--- config.mk ---
export PLATFORM = sky130hd
export DESIGN_NAME = dgp_bank
export DESIGN_NICKNAME = d
export VERILOG_FILES = /design/src/verilog/dgp_pkg.sv /design/src/verilog/dgp_bank.sv
export SDC_FILE = /design/constraint.sdc
export NUM_CORES = 1
export LEC_CHECK = 0
export ABC_AREA = 1
export BUFFER_PORTS_ARGS = -buffer_cell sky130_fd_sc_hd__buf_2
export CORE_MARGIN = 3
export CORE_UTILIZATION = 60
export DETAILED_ROUTE_END_ITERATION = 8
export GPL_TIMING_DRIVEN = 0
export PLACE_DENSITY = 0.84
export SLEW_MARGIN = 25
export SYNTH_ARGS = -nofsm -noshare
export SYNTH_HDL_FRONTEND = slang
export SYNTH_SLANG_ARGS = --single-unit
--- constraint.sdc ---
create_clock -name REF_CLK -period 21.3 [get_ports REF_CLK]
set_clock_uncertainty 0.15 [all_clocks]
set_input_delay 4.26 -clock REF_CLK [delete_from_list [all_inputs] [get_ports REF_CLK]]
set_output_delay 4.26 -clock REF_CLK [all_outputs]
set_load 0.05 [all_outputs]
--- src/verilog/dgp_pkg.sv ---
package dgp_pkg;
  // ****************************************************************
  // register indices (word aligned: printed offset is index, byte address is index times 4)
  // ****************************************************************
  localparam logic [7:0] IDX_TRIM_A   = 8'h1A;
  localparam logic [7:0] IDX_SPEED    = 8'h1B;
  localparam logic [7:0] IDX_WDKEY    = 8'h1C;
  localparam logic [7:0] IDX_START    = 8'h1D;
  localparam logic [7:0] IDX_IRQTRIG  = 8'h1E;
  localparam logic [7:0] IDX_PULSE0   = 8'h1F;
  localparam logic [7:0] IDX_PULSE1   = 8'h20;
  localparam logic [7:0] IDX_GPIO     = 8'h21;
  localparam logic [7:0] IDX_BANDGAP  = 8'h22;
  localparam logic [7:0] IDX_STATUS   = 8'h23;
  localparam int         ADDR_W       = 8;
  localparam int         IDX_LSB      = 2;
  // ****************************************************************
  // reset values and keys
  // ****************************************************************
  localparam logic [7:0] RST_TRIM_A   = 8'h52;
  localparam logic [7:0] RST_BANDGAP  = 8'h07;
  localparam logic [7:0] RST_ZERO     = 8'h00;
  localparam logic [7:0] RST_SPEED    = 8'h08;
  localparam logic [7:0] RST_TRIG     = 8'h02;
  localparam logic [7:0] WD_OFF_KEY   = 8'h5A;
  localparam logic [1:0] MONOFLOP_ON  = 2'h3;
  // ****************************************************************
  // timing
  // ****************************************************************
  localparam longint CLK_HZ         = 64'd10000000;
  localparam longint WD_MIN_S       = 64'd9;
  localparam longint WD_TIMEOUT_S   = 64'd12;
  localparam longint WD_CYCLES      = WD_TIMEOUT_S * CLK_HZ;
  localparam int     WD_W           = 28;
  // ****************************************************************
  // field positions
  // ****************************************************************
  localparam int MONO_HI = 7;
  localparam int MONO_LO = 6;
  localparam int SPD_HI  = 3;
  localparam int SPD_LO  = 2;
  localparam int SWAP_HI = 1;
  localparam int SWAP_LO = 0;
  localparam int NIB_HI  = 7;
  localparam int NIB_MH  = 4;
  localparam int NIB_ML  = 3;
  localparam int NIB_LO  = 0;
  localparam int IRQ5    = 7;
  localparam int IRQ4    = 6;
  localparam int TRIG_HI = 2;
  localparam int TGL1    = 7;
  localparam int TGL0    = 6;
  localparam int RES_HI  = 5;
  localparam int RES_LO  = 4;
  localparam int PDM_B   = 3;
  localparam int CK_HI   = 2;
  localparam int CK_LO   = 0;
  localparam int BG_RD   = 7;
  localparam int BG_DSP  = 6;
  localparam int BG_KEEP_B = 5;
  localparam int BG_AUTO = 4;
  localparam logic [1:0] RESP_OKAY   = 2'b00;
  localparam logic [1:0] RESP_SLVERR = 2'b10;
endpackage

--- src/verilog/dgp_bank.sv ---
// The implementer's own choice: the AXI4-Lite interface to the registers.
`timescale 1ns/1ps
`default_nettype none
// Overview of operation
// - bits 7:6 at 0x1B equal 3 turn on the GPIO pulse debounce mono-flop.
// - bits 3:2 at 0x1B pick processor speed fastest, fast, slow, slowest.
// - bit 1 at 0x1B sends pulse output to pin1 when set, pin3 when clear.
// - bit 0 at 0x1B sends pulse output to pin0 when set, pin2 when clear.
// - watchdog is off only while key register holds exactly 0x5A.
// - an enabled watchdog expires between 9 and 12 seconds without a kick.
// - bits 7:4 at 0x1D mask which gpio pins 0..3 start the processor.
// - bits 3:0 at 0x1D enable flip-flop capture of processor inputs 0..3.
// - bits 7 and 6 at 0x1E put active-low interrupt on pin5 and pin4.
// - bits 0, 1, 2 at 0x1E enable starts on capacitance, resistance, timer end.
// - bits 7 and 6 at 0x1F add toggle flip-flops on pulse outputs 1, 0.
// - bits 5:4 at 0x1F pick pulse resolution 10, 12, 14 or 16 bits.
// - bits 7:4 at 0x21 make gpio pins 0..3 inputs when set.
// - bits 3:0 at 0x21 enable pull-ups on gpio pins 0..3 when set.
// - bit 7 at 0x22 requests a bandgap refresh at each readout end.
// - bit 6 at 0x22 lets the processor bandgap trigger request a refresh.
// - bit 5 at 0x22 keeps bandgap always on, else pulsed.
// - bit 4 at 0x22 fires one capacitance conversion after power-on.
module dgp_bank (
  input  wire logic                         REF_CLK,
  input  wire logic                         SYS_RST,
  input  wire logic                         CLK_EN,
  input  wire logic [dgp_pkg::ADDR_W-1:0]   S_AXI_AWADDR,
  input  wire logic                         S_AXI_AWVALID,
  output logic                              S_AXI_AWREADY,
  input  wire logic [31:0]                  S_AXI_WDATA,
  input  wire logic [3:0]                   S_AXI_WSTRB,
  input  wire logic                         S_AXI_WVALID,
  output logic                              S_AXI_WREADY,
  output logic [1:0]                        S_AXI_BRESP,
  output logic                              S_AXI_BVALID,
  input  wire logic                         S_AXI_BREADY,
  input  wire logic [dgp_pkg::ADDR_W-1:0]   S_AXI_ARADDR,
  input  wire logic                         S_AXI_ARVALID,
  output logic                              S_AXI_ARREADY,
  output logic [31:0]                       S_AXI_RDATA,
  output logic [1:0]                        S_AXI_RRESP,
  output logic                              S_AXI_RVALID,
  input  wire logic                         S_AXI_RREADY,
  input  wire logic [3:0]                   GPIO_IN,
  input  wire logic                         PULSE_RAW,
  input  wire logic                         IRQ_N_IN,
  input  wire logic                         PULSE0_IN,
  input  wire logic                         PULSE1_IN,
  input  wire logic                         CAP_DONE,
  input  wire logic                         RES_DONE,
  input  wire logic                         TIMER_DONE,
  input  wire logic                         READOUT_DONE,
  input  wire logic                         PROC_BG_TRIG,
  input  wire logic                         WD_KICK,
  input  wire logic                         POWER_ON_DONE,
  output logic [3:0]                        GPIO_OUT,
  output logic [3:0]                        GPIO_OE,
  output logic [3:0]                        GPIO_PULLUP,
  output logic                              GPIO4_IRQ_N,
  output logic                              GPIO4_IRQ_SEL,
  output logic                              GPIO5_IRQ_N,
  output logic                              GPIO5_IRQ_SEL,
  output logic [1:0]                        PROC_SPEED,
  output logic                              PROC_START,
  output logic [3:0]                        PROC_INPUT_LATCH,
  output logic                              PULSE0_OUT,
  output logic                              PULSE1_OUT,
  output logic [1:0]                        PULSE0_RES,
  output logic [1:0]                        PULSE1_RES,
  output logic                              PULSE0_PDM,
  output logic                              PULSE1_PDM,
  output logic [2:0]                        PULSE0_CLK_SEL,
  output logic [2:0]                        PULSE1_CLK_SEL,
  output logic                              BG_REFRESH,
  output logic                              BG_ALWAYS_ON,
  output logic                              CAP_CONV_START,
  output logic                              WD_EXPIRED
);
  import dgp_pkg::*;

  // ****************************************************************
  // register storage
  // ****************************************************************
  logic [7:0] trim_a_reg, speed_reg, wdkey_reg, start_reg;
  logic [7:0] irqtrig_reg, pulse0_reg, pulse1_reg, gpio_reg, bg_reg;

  function automatic logic [7:0] reg_idx(input logic [ADDR_W-1:0] a);
    return {{IDX_LSB{1'b0}}, a[ADDR_W-1:IDX_LSB]};
  endfunction

  function automatic logic hit(input logic [7:0] i);
    return (i >= IDX_TRIM_A) && (i <= IDX_STATUS);
  endfunction

  // ****************************************************************
  // axi4-lite write channel
  // ****************************************************************
  logic                aw_hold_reg, w_hold_reg;
  logic [ADDR_W-1:0]   awaddr_reg;
  logic [7:0]          wdata_reg;
  logic                wstrb0_reg;
  logic                do_write;
  logic [7:0]          widx;

  assign do_write = aw_hold_reg && w_hold_reg && !S_AXI_BVALID;
  assign widx     = reg_idx(awaddr_reg);

  always_ff @(posedge REF_CLK or posedge SYS_RST) begin
    if (SYS_RST) begin
      aw_hold_reg   <= 1'b0;
      w_hold_reg    <= 1'b0;
      awaddr_reg    <= '0;
      wdata_reg     <= RST_ZERO;
      wstrb0_reg    <= 1'b0;
      S_AXI_AWREADY <= 1'b0;
      S_AXI_WREADY  <= 1'b0;
      S_AXI_BVALID  <= 1'b0;
      S_AXI_BRESP   <= RESP_OKAY;
    end else if (CLK_EN) begin
      S_AXI_AWREADY <= !aw_hold_reg && !S_AXI_AWREADY;
      S_AXI_WREADY  <= !w_hold_reg && !S_AXI_WREADY;
      if (S_AXI_AWVALID && S_AXI_AWREADY) begin
        aw_hold_reg   <= 1'b1;
        awaddr_reg    <= S_AXI_AWADDR;
        S_AXI_AWREADY <= 1'b0;
      end
      if (S_AXI_WVALID && S_AXI_WREADY) begin
        w_hold_reg   <= 1'b1;
        wdata_reg    <= S_AXI_WDATA[7:0];
        wstrb0_reg   <= S_AXI_WSTRB[0];
        S_AXI_WREADY <= 1'b0;
      end
      if (do_write) begin
        aw_hold_reg  <= 1'b0;
        w_hold_reg   <= 1'b0;
        S_AXI_BVALID <= 1'b1;
        S_AXI_BRESP  <= hit(widx) && widx != IDX_STATUS ? RESP_OKAY
                                                        : RESP_SLVERR;
      end else if (S_AXI_BVALID && S_AXI_BREADY) begin
        S_AXI_BVALID <= 1'b0;
      end
    end
  end

  // host must store mandatory trim values; hardware only holds them
  always_ff @(posedge REF_CLK or posedge SYS_RST) begin
    if (SYS_RST) begin
      trim_a_reg  <= RST_TRIM_A;
      speed_reg   <= RST_SPEED;
      wdkey_reg   <= RST_ZERO;
      start_reg   <= RST_ZERO;
      irqtrig_reg <= RST_TRIG;
      pulse0_reg  <= RST_ZERO;
      pulse1_reg  <= RST_ZERO;
      gpio_reg    <= RST_ZERO;
      bg_reg      <= RST_BANDGAP;
    end else if (CLK_EN && do_write && wstrb0_reg) begin
      case (widx)
        IDX_TRIM_A:  trim_a_reg  <= wdata_reg;
        IDX_SPEED:   speed_reg   <= wdata_reg;
        IDX_WDKEY:   wdkey_reg   <= wdata_reg;
        IDX_START:   start_reg   <= wdata_reg;
        IDX_IRQTRIG: irqtrig_reg <= wdata_reg;
        IDX_PULSE0:  pulse0_reg  <= wdata_reg;
        IDX_PULSE1:  pulse1_reg  <= wdata_reg;
        IDX_GPIO:    gpio_reg    <= wdata_reg;
        IDX_BANDGAP: bg_reg      <= wdata_reg;
        default: begin
        end
      endcase
    end
  end

  // ****************************************************************
  // axi4-lite read channel
  // ****************************************************************
  logic [7:0] status_byte;
  logic [7:0] rd_byte;
  logic [7:0] ridx;

  assign ridx = reg_idx(S_AXI_ARADDR);

  always_comb begin
    case (ridx)
      IDX_TRIM_A:  rd_byte = trim_a_reg;
      IDX_SPEED:   rd_byte = speed_reg;
      IDX_WDKEY:   rd_byte = wdkey_reg;
      IDX_START:   rd_byte = start_reg;
      IDX_IRQTRIG: rd_byte = irqtrig_reg;
      IDX_PULSE0:  rd_byte = pulse0_reg;
      IDX_PULSE1:  rd_byte = pulse1_reg;
      IDX_GPIO:    rd_byte = gpio_reg;
      IDX_BANDGAP: rd_byte = bg_reg;
      IDX_STATUS:  rd_byte = status_byte;
      default:     rd_byte = RST_ZERO;
    endcase
  end

  always_ff @(posedge REF_CLK or posedge SYS_RST) begin
    if (SYS_RST) begin
      S_AXI_ARREADY <= 1'b0;
      S_AXI_RVALID  <= 1'b0;
      S_AXI_RDATA   <= '0;
      S_AXI_RRESP   <= RESP_OKAY;
    end else if (CLK_EN) begin
      S_AXI_ARREADY <= !S_AXI_RVALID && !S_AXI_ARREADY;
      if (S_AXI_ARVALID && S_AXI_ARREADY) begin
        S_AXI_ARREADY <= 1'b0;
        S_AXI_RVALID  <= 1'b1;
        S_AXI_RDATA   <= {24'h000000, rd_byte};
        S_AXI_RRESP   <= hit(ridx) ? RESP_OKAY : RESP_SLVERR;
      end else if (S_AXI_RVALID && S_AXI_RREADY) begin
        S_AXI_RVALID <= 1'b0;
      end
    end
  end

  // ****************************************************************
  // pin synchronisers
  // ****************************************************************
  logic [11:0] sync1_reg, sync2_reg;

  always_ff @(posedge REF_CLK or posedge SYS_RST) begin
    if (SYS_RST) begin
      sync1_reg <= '0;
      sync2_reg <= '0;
    end else if (CLK_EN) begin
      sync1_reg <= {GPIO_IN, PULSE_RAW, IRQ_N_IN, PULSE0_IN, PULSE1_IN,
                    CAP_DONE, RES_DONE, TIMER_DONE, PROC_BG_TRIG};
      sync2_reg <= sync1_reg;
    end
  end

  logic [3:0] gpio_s;
  logic       praw_s, irqn_s, p0_s, p1_s, cap_s, res_s, tim_s, pbg_s;
  assign {gpio_s, praw_s, irqn_s, p0_s, p1_s, cap_s, res_s, tim_s,
          pbg_s} = sync2_reg;

  // ****************************************************************
  // gpio pulse line: debounce and pin swap
  // ****************************************************************
  logic       deb_reg;
  logic [3:0] gpio_out_next;
  logic       pulse_line;

  // debounce holds the line one extra sample; rejects single spikes
  logic praw_d_reg;
  always_ff @(posedge REF_CLK or posedge SYS_RST) begin
    if (SYS_RST) begin
      praw_d_reg <= 1'b0;
      deb_reg    <= 1'b0;
    end else if (CLK_EN) begin
      praw_d_reg <= praw_s;
      if (praw_s == praw_d_reg)
        deb_reg <= praw_s;
    end
  end

  assign pulse_line = (speed_reg[MONO_HI:MONO_LO] == MONOFLOP_ON)
                      ? deb_reg : praw_s;

  always_comb begin
    gpio_out_next = '0;
    if (speed_reg[SWAP_LO]) gpio_out_next[0] = pulse_line;
    else                    gpio_out_next[2] = pulse_line;
    if (speed_reg[SWAP_HI]) gpio_out_next[1] = pulse_line;
    else                    gpio_out_next[3] = pulse_line;
  end

  // ****************************************************************
  // processor start, latches, pulse toggles, bandgap
  // ****************************************************************
  logic pin_start, trig_start;
  logic tgl0_reg, tgl1_reg, p0_d_reg, p1_d_reg, auto_done_reg;

  assign pin_start  = |(start_reg[NIB_HI:NIB_MH] & gpio_s);
  assign trig_start = (irqtrig_reg[0] & cap_s)
                    | (irqtrig_reg[1] & res_s)
                    | (irqtrig_reg[TRIG_HI] & tim_s);

  always_ff @(posedge REF_CLK or posedge SYS_RST) begin
    if (SYS_RST) begin
      tgl0_reg <= 1'b0;
      tgl1_reg <= 1'b0;
      p0_d_reg <= 1'b0;
      p1_d_reg <= 1'b0;
    end else if (CLK_EN) begin
      p0_d_reg <= p0_s;
      p1_d_reg <= p1_s;
      if (p0_s && !p0_d_reg) tgl0_reg <= !tgl0_reg;
      if (p1_s && !p1_d_reg) tgl1_reg <= !tgl1_reg;
    end
  end

  always_ff @(posedge REF_CLK or posedge SYS_RST) begin
    if (SYS_RST) begin
      auto_done_reg  <= 1'b0;
      CAP_CONV_START <= 1'b0;
    end else if (CLK_EN) begin
      CAP_CONV_START <= 1'b0;
      if (POWER_ON_DONE && !auto_done_reg) begin
        auto_done_reg  <= 1'b1;
        CAP_CONV_START <= bg_reg[BG_AUTO];
      end
    end
  end

  // ****************************************************************
  // watchdog
  // ****************************************************************
  localparam logic [WD_W-1:0] WD_LIMIT = WD_W'(WD_CYCLES - 64'd1);
  logic [WD_W-1:0] wd_cnt_reg;
  logic            wd_off;

  assign wd_off = (wdkey_reg == WD_OFF_KEY);

  always_ff @(posedge REF_CLK or posedge SYS_RST) begin
    if (SYS_RST) begin
      wd_cnt_reg <= '0;
      WD_EXPIRED <= 1'b0;
    end else if (CLK_EN) begin
      WD_EXPIRED <= 1'b0;
      if (wd_off || WD_KICK) begin
        wd_cnt_reg <= '0;
      end else if (wd_cnt_reg == WD_LIMIT) begin
        wd_cnt_reg <= '0;
        WD_EXPIRED <= 1'b1;
      end else begin
        wd_cnt_reg <= wd_cnt_reg + 1'b1;
      end
    end
  end

  assign status_byte = {5'h00, wd_off, auto_done_reg, deb_reg};

  // ****************************************************************
  // registered outputs
  // ****************************************************************
  always_ff @(posedge REF_CLK or posedge SYS_RST) begin
    if (SYS_RST) begin
      GPIO_OUT <= '0; GPIO_OE <= '0; GPIO_PULLUP <= '0;
      GPIO4_IRQ_N <= 1'b1; GPIO4_IRQ_SEL <= 1'b0;
      GPIO5_IRQ_N <= 1'b1; GPIO5_IRQ_SEL <= 1'b0;
      PROC_SPEED <= '0; PROC_START <= 1'b0; PROC_INPUT_LATCH <= '0;
      PULSE0_OUT <= 1'b0; PULSE1_OUT <= 1'b0;
      PULSE0_RES <= '0; PULSE1_RES <= '0;
      PULSE0_PDM <= 1'b0; PULSE1_PDM <= 1'b0;
      PULSE0_CLK_SEL <= '0; PULSE1_CLK_SEL <= '0;
      BG_REFRESH <= 1'b0; BG_ALWAYS_ON <= 1'b0;
    end else if (CLK_EN) begin
      GPIO_OUT    <= gpio_out_next;
      GPIO_OE     <= ~gpio_reg[NIB_HI:NIB_MH];
      GPIO_PULLUP <= gpio_reg[NIB_ML:NIB_LO];
      GPIO4_IRQ_SEL <= irqtrig_reg[IRQ4];
      GPIO5_IRQ_SEL <= irqtrig_reg[IRQ5];
      GPIO4_IRQ_N <= irqtrig_reg[IRQ4] ? irqn_s : 1'b1;
      GPIO5_IRQ_N <= irqtrig_reg[IRQ5] ? irqn_s : 1'b1;
      PROC_SPEED  <= speed_reg[SPD_HI:SPD_LO];
      PROC_START  <= pin_start | trig_start;
      PROC_INPUT_LATCH <= start_reg[NIB_ML:NIB_LO];
      PULSE0_OUT  <= pulse0_reg[TGL0] ? tgl0_reg : p0_s;
      PULSE1_OUT  <= pulse0_reg[TGL1] ? tgl1_reg : p1_s;
      PULSE0_RES  <= pulse0_reg[RES_HI:RES_LO];
      PULSE1_RES  <= pulse1_reg[RES_HI:RES_LO];
      PULSE0_PDM  <= pulse0_reg[PDM_B];
      PULSE1_PDM  <= pulse1_reg[PDM_B];
      PULSE0_CLK_SEL <= pulse0_reg[CK_HI:CK_LO];
      PULSE1_CLK_SEL <= pulse1_reg[CK_HI:CK_LO];
      BG_REFRESH  <= (bg_reg[BG_RD] & READOUT_DONE)
                   | (bg_reg[BG_DSP] & pbg_s);
      BG_ALWAYS_ON <= bg_reg[BG_KEEP_B];
    end
  end

  // ****************************************************************
  // checks
  // ****************************************************************
  a_wd_key_off: assert property (@(posedge REF_CLK) disable iff (SYS_RST)
    wdkey_reg == WD_OFF_KEY |=> !WD_EXPIRED)
    else $error("watchdog fired while key says off");
  a_wd_min_time: assert property (@(posedge REF_CLK) disable iff (SYS_RST)
    $rose(WD_EXPIRED) |-> $past(wd_cnt_reg) == WD_LIMIT)
    else $error("watchdog fired early");
  a_swap_lo: assert property (@(posedge REF_CLK) disable iff (SYS_RST)
    CLK_EN && speed_reg[SWAP_LO] |=> !GPIO_OUT[2])
    else $error("pulse on pin2 while swapped");
  a_swap_hi: assert property (@(posedge REF_CLK) disable iff (SYS_RST)
    CLK_EN && speed_reg[SWAP_HI] |=> !GPIO_OUT[3])
    else $error("pulse on pin3 while swapped");
  a_dir_pins: assert property (@(posedge REF_CLK) disable iff (SYS_RST)
    CLK_EN |=> GPIO_OE == ~$past(gpio_reg[NIB_HI:NIB_MH]))
    else $error("direction mismatch");
  a_pullup: assert property (@(posedge REF_CLK) disable iff (SYS_RST)
    CLK_EN |=> GPIO_PULLUP == $past(gpio_reg[NIB_ML:NIB_LO]))
    else $error("pull-up mismatch");
  a_irq_route: assert property (@(posedge REF_CLK) disable iff (SYS_RST)
    CLK_EN && !irqtrig_reg[IRQ5] |=> GPIO5_IRQ_N)
    else $error("interrupt on pin5 while not routed");
  a_bg_refresh: assert property (@(posedge REF_CLK) disable iff (SYS_RST)
    CLK_EN && !bg_reg[BG_RD] && !bg_reg[BG_DSP] |=> !BG_REFRESH)
    else $error("bandgap refresh while both sources off");
  a_auto_once: assert property (@(posedge REF_CLK) disable iff (SYS_RST)
    CAP_CONV_START |=> !CAP_CONV_START[*8])
    else $error("power-on conversion fired twice");
  a_speed_out: assert property (@(posedge REF_CLK) disable iff (SYS_RST)
    CLK_EN |=> PROC_SPEED == $past(speed_reg[SPD_HI:SPD_LO]))
    else $error("speed mismatch");
endmodule
`default_nettype wire

After elaboration in Yosys (flattened, before gate mapping)
Cells that the tools add are included.

Bits in latches: 0. Register bits: 208. Word-level logic and storage cells: 179. Output and inout bits: 82. Bits in read-only memories: 0. RAM bits: 0. Bits of input ports: 75. Memories kept: 0.

Equality and inequality tests: 24. Mux-type cells: 28. Reductions and logical operators: 57. $lt $le $gt $ge: 4. Multipliers: 0. Divide/modulo/power cells: 0. Add/subtract/negate cells: 1. Shifts and indexed selects: 0. Bitwise logic cells: 11.

Operators with widths (count): 8-bit case mux with 10 select lines (1); 6-bit by 5-bit equality test with 1-bit output (second input constant) (12); 28-bit 2-to-1 mux (2); 6-bit equality test (second input constant) (7); 2-bit AND reduction (21); 28-bit by 1-bit adder with 28-bit output (second input constant) (1); 28-bit by 27-bit equality test with 1-bit output (second input constant) (1); 1-bit 2-to-1 mux (23); 1-bit logical AND (18); 6-bit by 5-bit >= comparator with 1-bit output (second input constant) (2); 6-bit <= comparator (second input constant) (2); 1-bit logical NOT (12); 8-bit by 7-bit equality test with 1-bit output (second input constant) (1); 2-bit nonzero test (4); 6-bit != test (second input constant) (1); 1-bit AND (5); 4-bit AND (1); 2-bit 2-to-1 mux (2); 4-bit NOT (1); 1-bit OR (4); 4-bit OR reduction (1); 2-bit equality test (second input constant) (1); 1-bit equality test (1); 1-bit logical OR (1).

Longest topological paths before layout
Depth in word-level cells: 5. Mapped depth: 10. Mapped depth without buffers: 10.

Least setup slack after synthesis
No wires, ideal clock.

Path kind: in2reg. Start: in S_AXI_ARADDR[6] (netlist bit). End: reg S_AXI_RDATA[3]. Data arrival time: 5116 ps. Data required time: 21084 ps. Path buffers: 0. Cell stages on the path: 10. Library setup time: 66 ps. Slack: 15968 ps. Cells stage by stage: inv_1 nor2_2 nand2_1 nor2_1 nand2_1 nand2_1 inv_1 nand3_1 nand2_1 nand2_1.

Cells in the longest elaborated chain, start to end: 2. Elaborated cells between the ends (all ways): 11. Classes of those cells: 10 x eq/ne; 1 x mux.

RTL lines: start, declared (RTL line dgp_bank.sv:37) `input wire logic [dgp_pkg::ADDR_W-1:0] S_AXI_ARADDR,`; 6-bit equality test or 6-bit by 5-bit equality test with 1-bit output (tied branches) (RTL line dgp_bank.sv:184) `case (ridx)`; 8-bit case mux with 10 select lines * (RTL line dgp_bank.sv:184); end signal, assigned (RTL line dgp_bank.sv:210) `S_AXI_RDATA <= {24'h000000, rd_byte};`; end, declared (RTL line dgp_bank.sv:40) `output logic [31:0] S_AXI_RDATA,`.

Mark *: on every way between the ends. The rest lies on a longest branch, timed or not. A chain may end at the register's enable or synchronous reset.

Final worst setup path
Start: reg GPIO4_IRQ_N. End: out GPIO4_IRQ_N.

RTL lines: start, declared (RTL line dgp_bank.sv:59) `output logic GPIO4_IRQ_N,`; start signal, assigned (RTL line dgp_bank.sv:356) `GPIO4_IRQ_N <= irqtrig_reg[IRQ4] ? irqn_s : 1'b1;`.

No word-level cell between the ends.

==> out/results.tsv <==
metric	value	unit
max reg flops	28	
Post-CTS Setup Repair Bufs	0	
Post-DRT Antenna Nets	0	
CTS tree	built	
status	completed	
Initial DRC Count	707	
post-synthesis sequential area ratio	54.0	%
Die ar.	17300	um^2
Tot GR Track Use	30.7	%
worst-margin pin slew	749	ps
Avg Inst Size Synth	8.06	um^2
most frequent cells in the layout	nand2_1, dfrtp_1, buf_2	
VDD IR max	89.5	uV
setup TNS	0	ps
Worst setup endpoint	GPIO4_IRQ_N	
vias in the first global route	8285	
crit-path max cell delay	540	ps
gr ovfl total	0	
worst setup path startpoint	GPIO4_IRQ_N$_DFFE_PP1P_	
Hold Crit Class	flop to flop	
max-slew violation count	0	
share of flip-flops with an asynchronous set or reset	100	%
n_diodes	0	
crit path DAT	1290	ps
Yosys top cell by area	dfrtp_1	
P&R area growth vs syn	17.4	%
Die X	132	um
WL/cell	17.2	um
clock-pin slew on the worst setup and hold paths	60	ps
Max-Cap Viols	0	
core area	15300	um^2
cts hold-fix bufs	0	
DRC Markers	0	
Starting Density	61.8	%
final setup violation count	0	
final WL	26.7	mm
Top Family by Delay on Critical Path	flip-flops	
Cells after Synth	1175	
Static Leakage	0.00576	uW
Synth warnings	0	
Max Clk Rate	175	MHz
CTS Buffer Depth	3	
initial antenna violation count	0	
Highest Signal Layer	met4	
synthesized area	9470	um^2
CP Launch Type	flop	
worst reg-to-reg setup slack	19250	ps
RSZ-0062 raised after global routing	no	
R2R cell count	7	
TritonCTS Buffers	21	
Crit. End Element	primary output	
most area-consuming cells after synthesis	dfrtp_1, nand2_1, nand3_1	
register bit total from synthesis	204	
Final Hold Fails	0	
Worst Path Buf+Inv	1	
FF-to-FF End	pulse0_reg[0]$_DFFE_PP0P_	
router iterations before antenna repair	5	
HPWL Detailed	19.7	mm
CP Depth	1	
Port Buf Inserts	99	
Main synth FF type	dfrtp_1	
Met1 Routed Length	11.2	mm
Distinct cells, synth	39	
cell area power density	97.7	nW/um^2
Worst EP required	16890	ps
EDFF count, synth	0	
via count	8550	
layout cells sized above 1	15.9	%
Period Utilization, post-route	26.8	%
Yosys top cell area share	51.3	%
H-tree depth	1	
Critical-path top delay cell	dfstp_2	
Max FO, Critical Path	2	
Max-Slew Margin vs Limit	50.1	%
vias per inst	5.52	
Top Ports	157	
Crit Reg-Reg Startpoint	S_AXI_BVALID$_DFFE_PP0P_	
clk root buf	clkbuf_16	
later-pin clock latency in the skew report	490	ps
most common cell after layout, fill and taps aside	nand2_1	
chip height	132	um
final worst path period need	5700	ps
first-pass GRT wire length	42.9	mm
largest net degree at the start of global routing	94	
critical-path cell list	buf_2	
Nets	1400	
clock sink count	204	
Cell Rows	45	
Power Total	1090	uW
DR WL met2	12.9	mm
critical path class	flop to primary output	
Met3 Routed Length	1.85	mm
GPL Wtd Cong	1.03	
cts repair resizes	0	
-- cell families (layout without fill, tap and decap cells) --
logic type               count (synthesis)  count (layout)  share of synthesized area, %
other                                    1              26                        0.0396
adder cells (fa/ha/maj)                  1               1                         0.132
buffers and inverters                  164             302                          7.86
AO/OA/AOI/OAI                          147             147                          8.27
XOR/XNOR                                16              16                          1.48
flip-flops                             204             204                          54.0
AND/OR/NAND/NOR                        640             640                          28.0
multiplexers                             2               2                         0.211
-- power breakdown --
group          switching (uW)  internal, uW
clock network             150           235
registers                38.7           440
logic                     173          49.2
-- layout make-up --
class                      count  area [um^2]
sequential                   204         5120
tap                          211          264
buffer                        65          373
multi-input combinational    832         3700
clock inverter                 9          128
fill                        1215         4200
timing repair buffer         101          551
clock buffer                  28          602
inverter                      99          379
-- synth_stat cells, types with 2 or more instances --
cell type  count
mux2i_1        2
a221oi_1       2
o31ai_1        6
nor3_1         6
nand4_1        8
o21ai_0       88
inv_1         96
xor2_1        14
clkbuf_1      18
dfstp_2       10
nand2_1      407
xnor2_1        2
nor2_1       103
buf_2         19
o21ai_1       32
nor2_4         2
inv_2          2
nand3_1       98
buf_4         26
nand3_2        3
nor2_2         3
a21oi_1       11
a31oi_1        3
nand2_2        6
dfrtp_1      194
-- layer usage --
metal	up-vias	track usage (%)
li1	3986	-
met1	4131	42.5
met2	369	51.1
met3	64	4.10
met4	0	9.16
met5	-	0
-- stage by stage --
step | instance area (um^2) | hold slack [ps] | utilization (%) | setup slack (ps) | cells
3_3_place_gp | 10300 | 301 | 67.4 | 9360 | 1510
2_1_floorplan | 9570 | 291 | - | 11340 | 1200
6_report | 11100 | 318 | 72.6 | 15600 | 1549
5_1_grt | 11100 | 337 | 72.6 | 15580 | 1549
3_5_place_dp | 10400 | 303 | 67.8 | 15330 | 1512
4_1_cts | 11100 | 323 | 72.6 | 15590 | 1549
-- how the worst min path moves through the flow --
stage / from / end / slack [ps] / cells past startpoint
after global placement: GPIO5_IRQ_SEL$_DFFE_PP0P_ / GPIO5_IRQ_SEL$_DFFE_PP0P_ / 300 / 2
after detailed placement: BG_ALWAYS_ON$_DFFE_PP0P_ / BG_ALWAYS_ON$_DFFE_PP0P_ / 300 / 2
after global routing: tgl0_reg$_DFFE_PP0P_ / tgl0_reg$_DFFE_PP0P_ / 340 / 1
final: PROC_INPUT_LATCH[3]$_DFFE_PP0P_ / PROC_INPUT_LATCH[3]$_DFFE_PP0P_ / 320 / 2
after CTS: PROC_SPEED[0]$_DFFE_PP0P_ / PROC_SPEED[0]$_DFFE_PP0P_ / 320 / 2
after floorplan: tgl0_reg$_DFFE_PP0P_ / tgl0_reg$_DFFE_PP0P_ / 290 / 1
No activity file was read; power rests on OpenSTA's default activity.
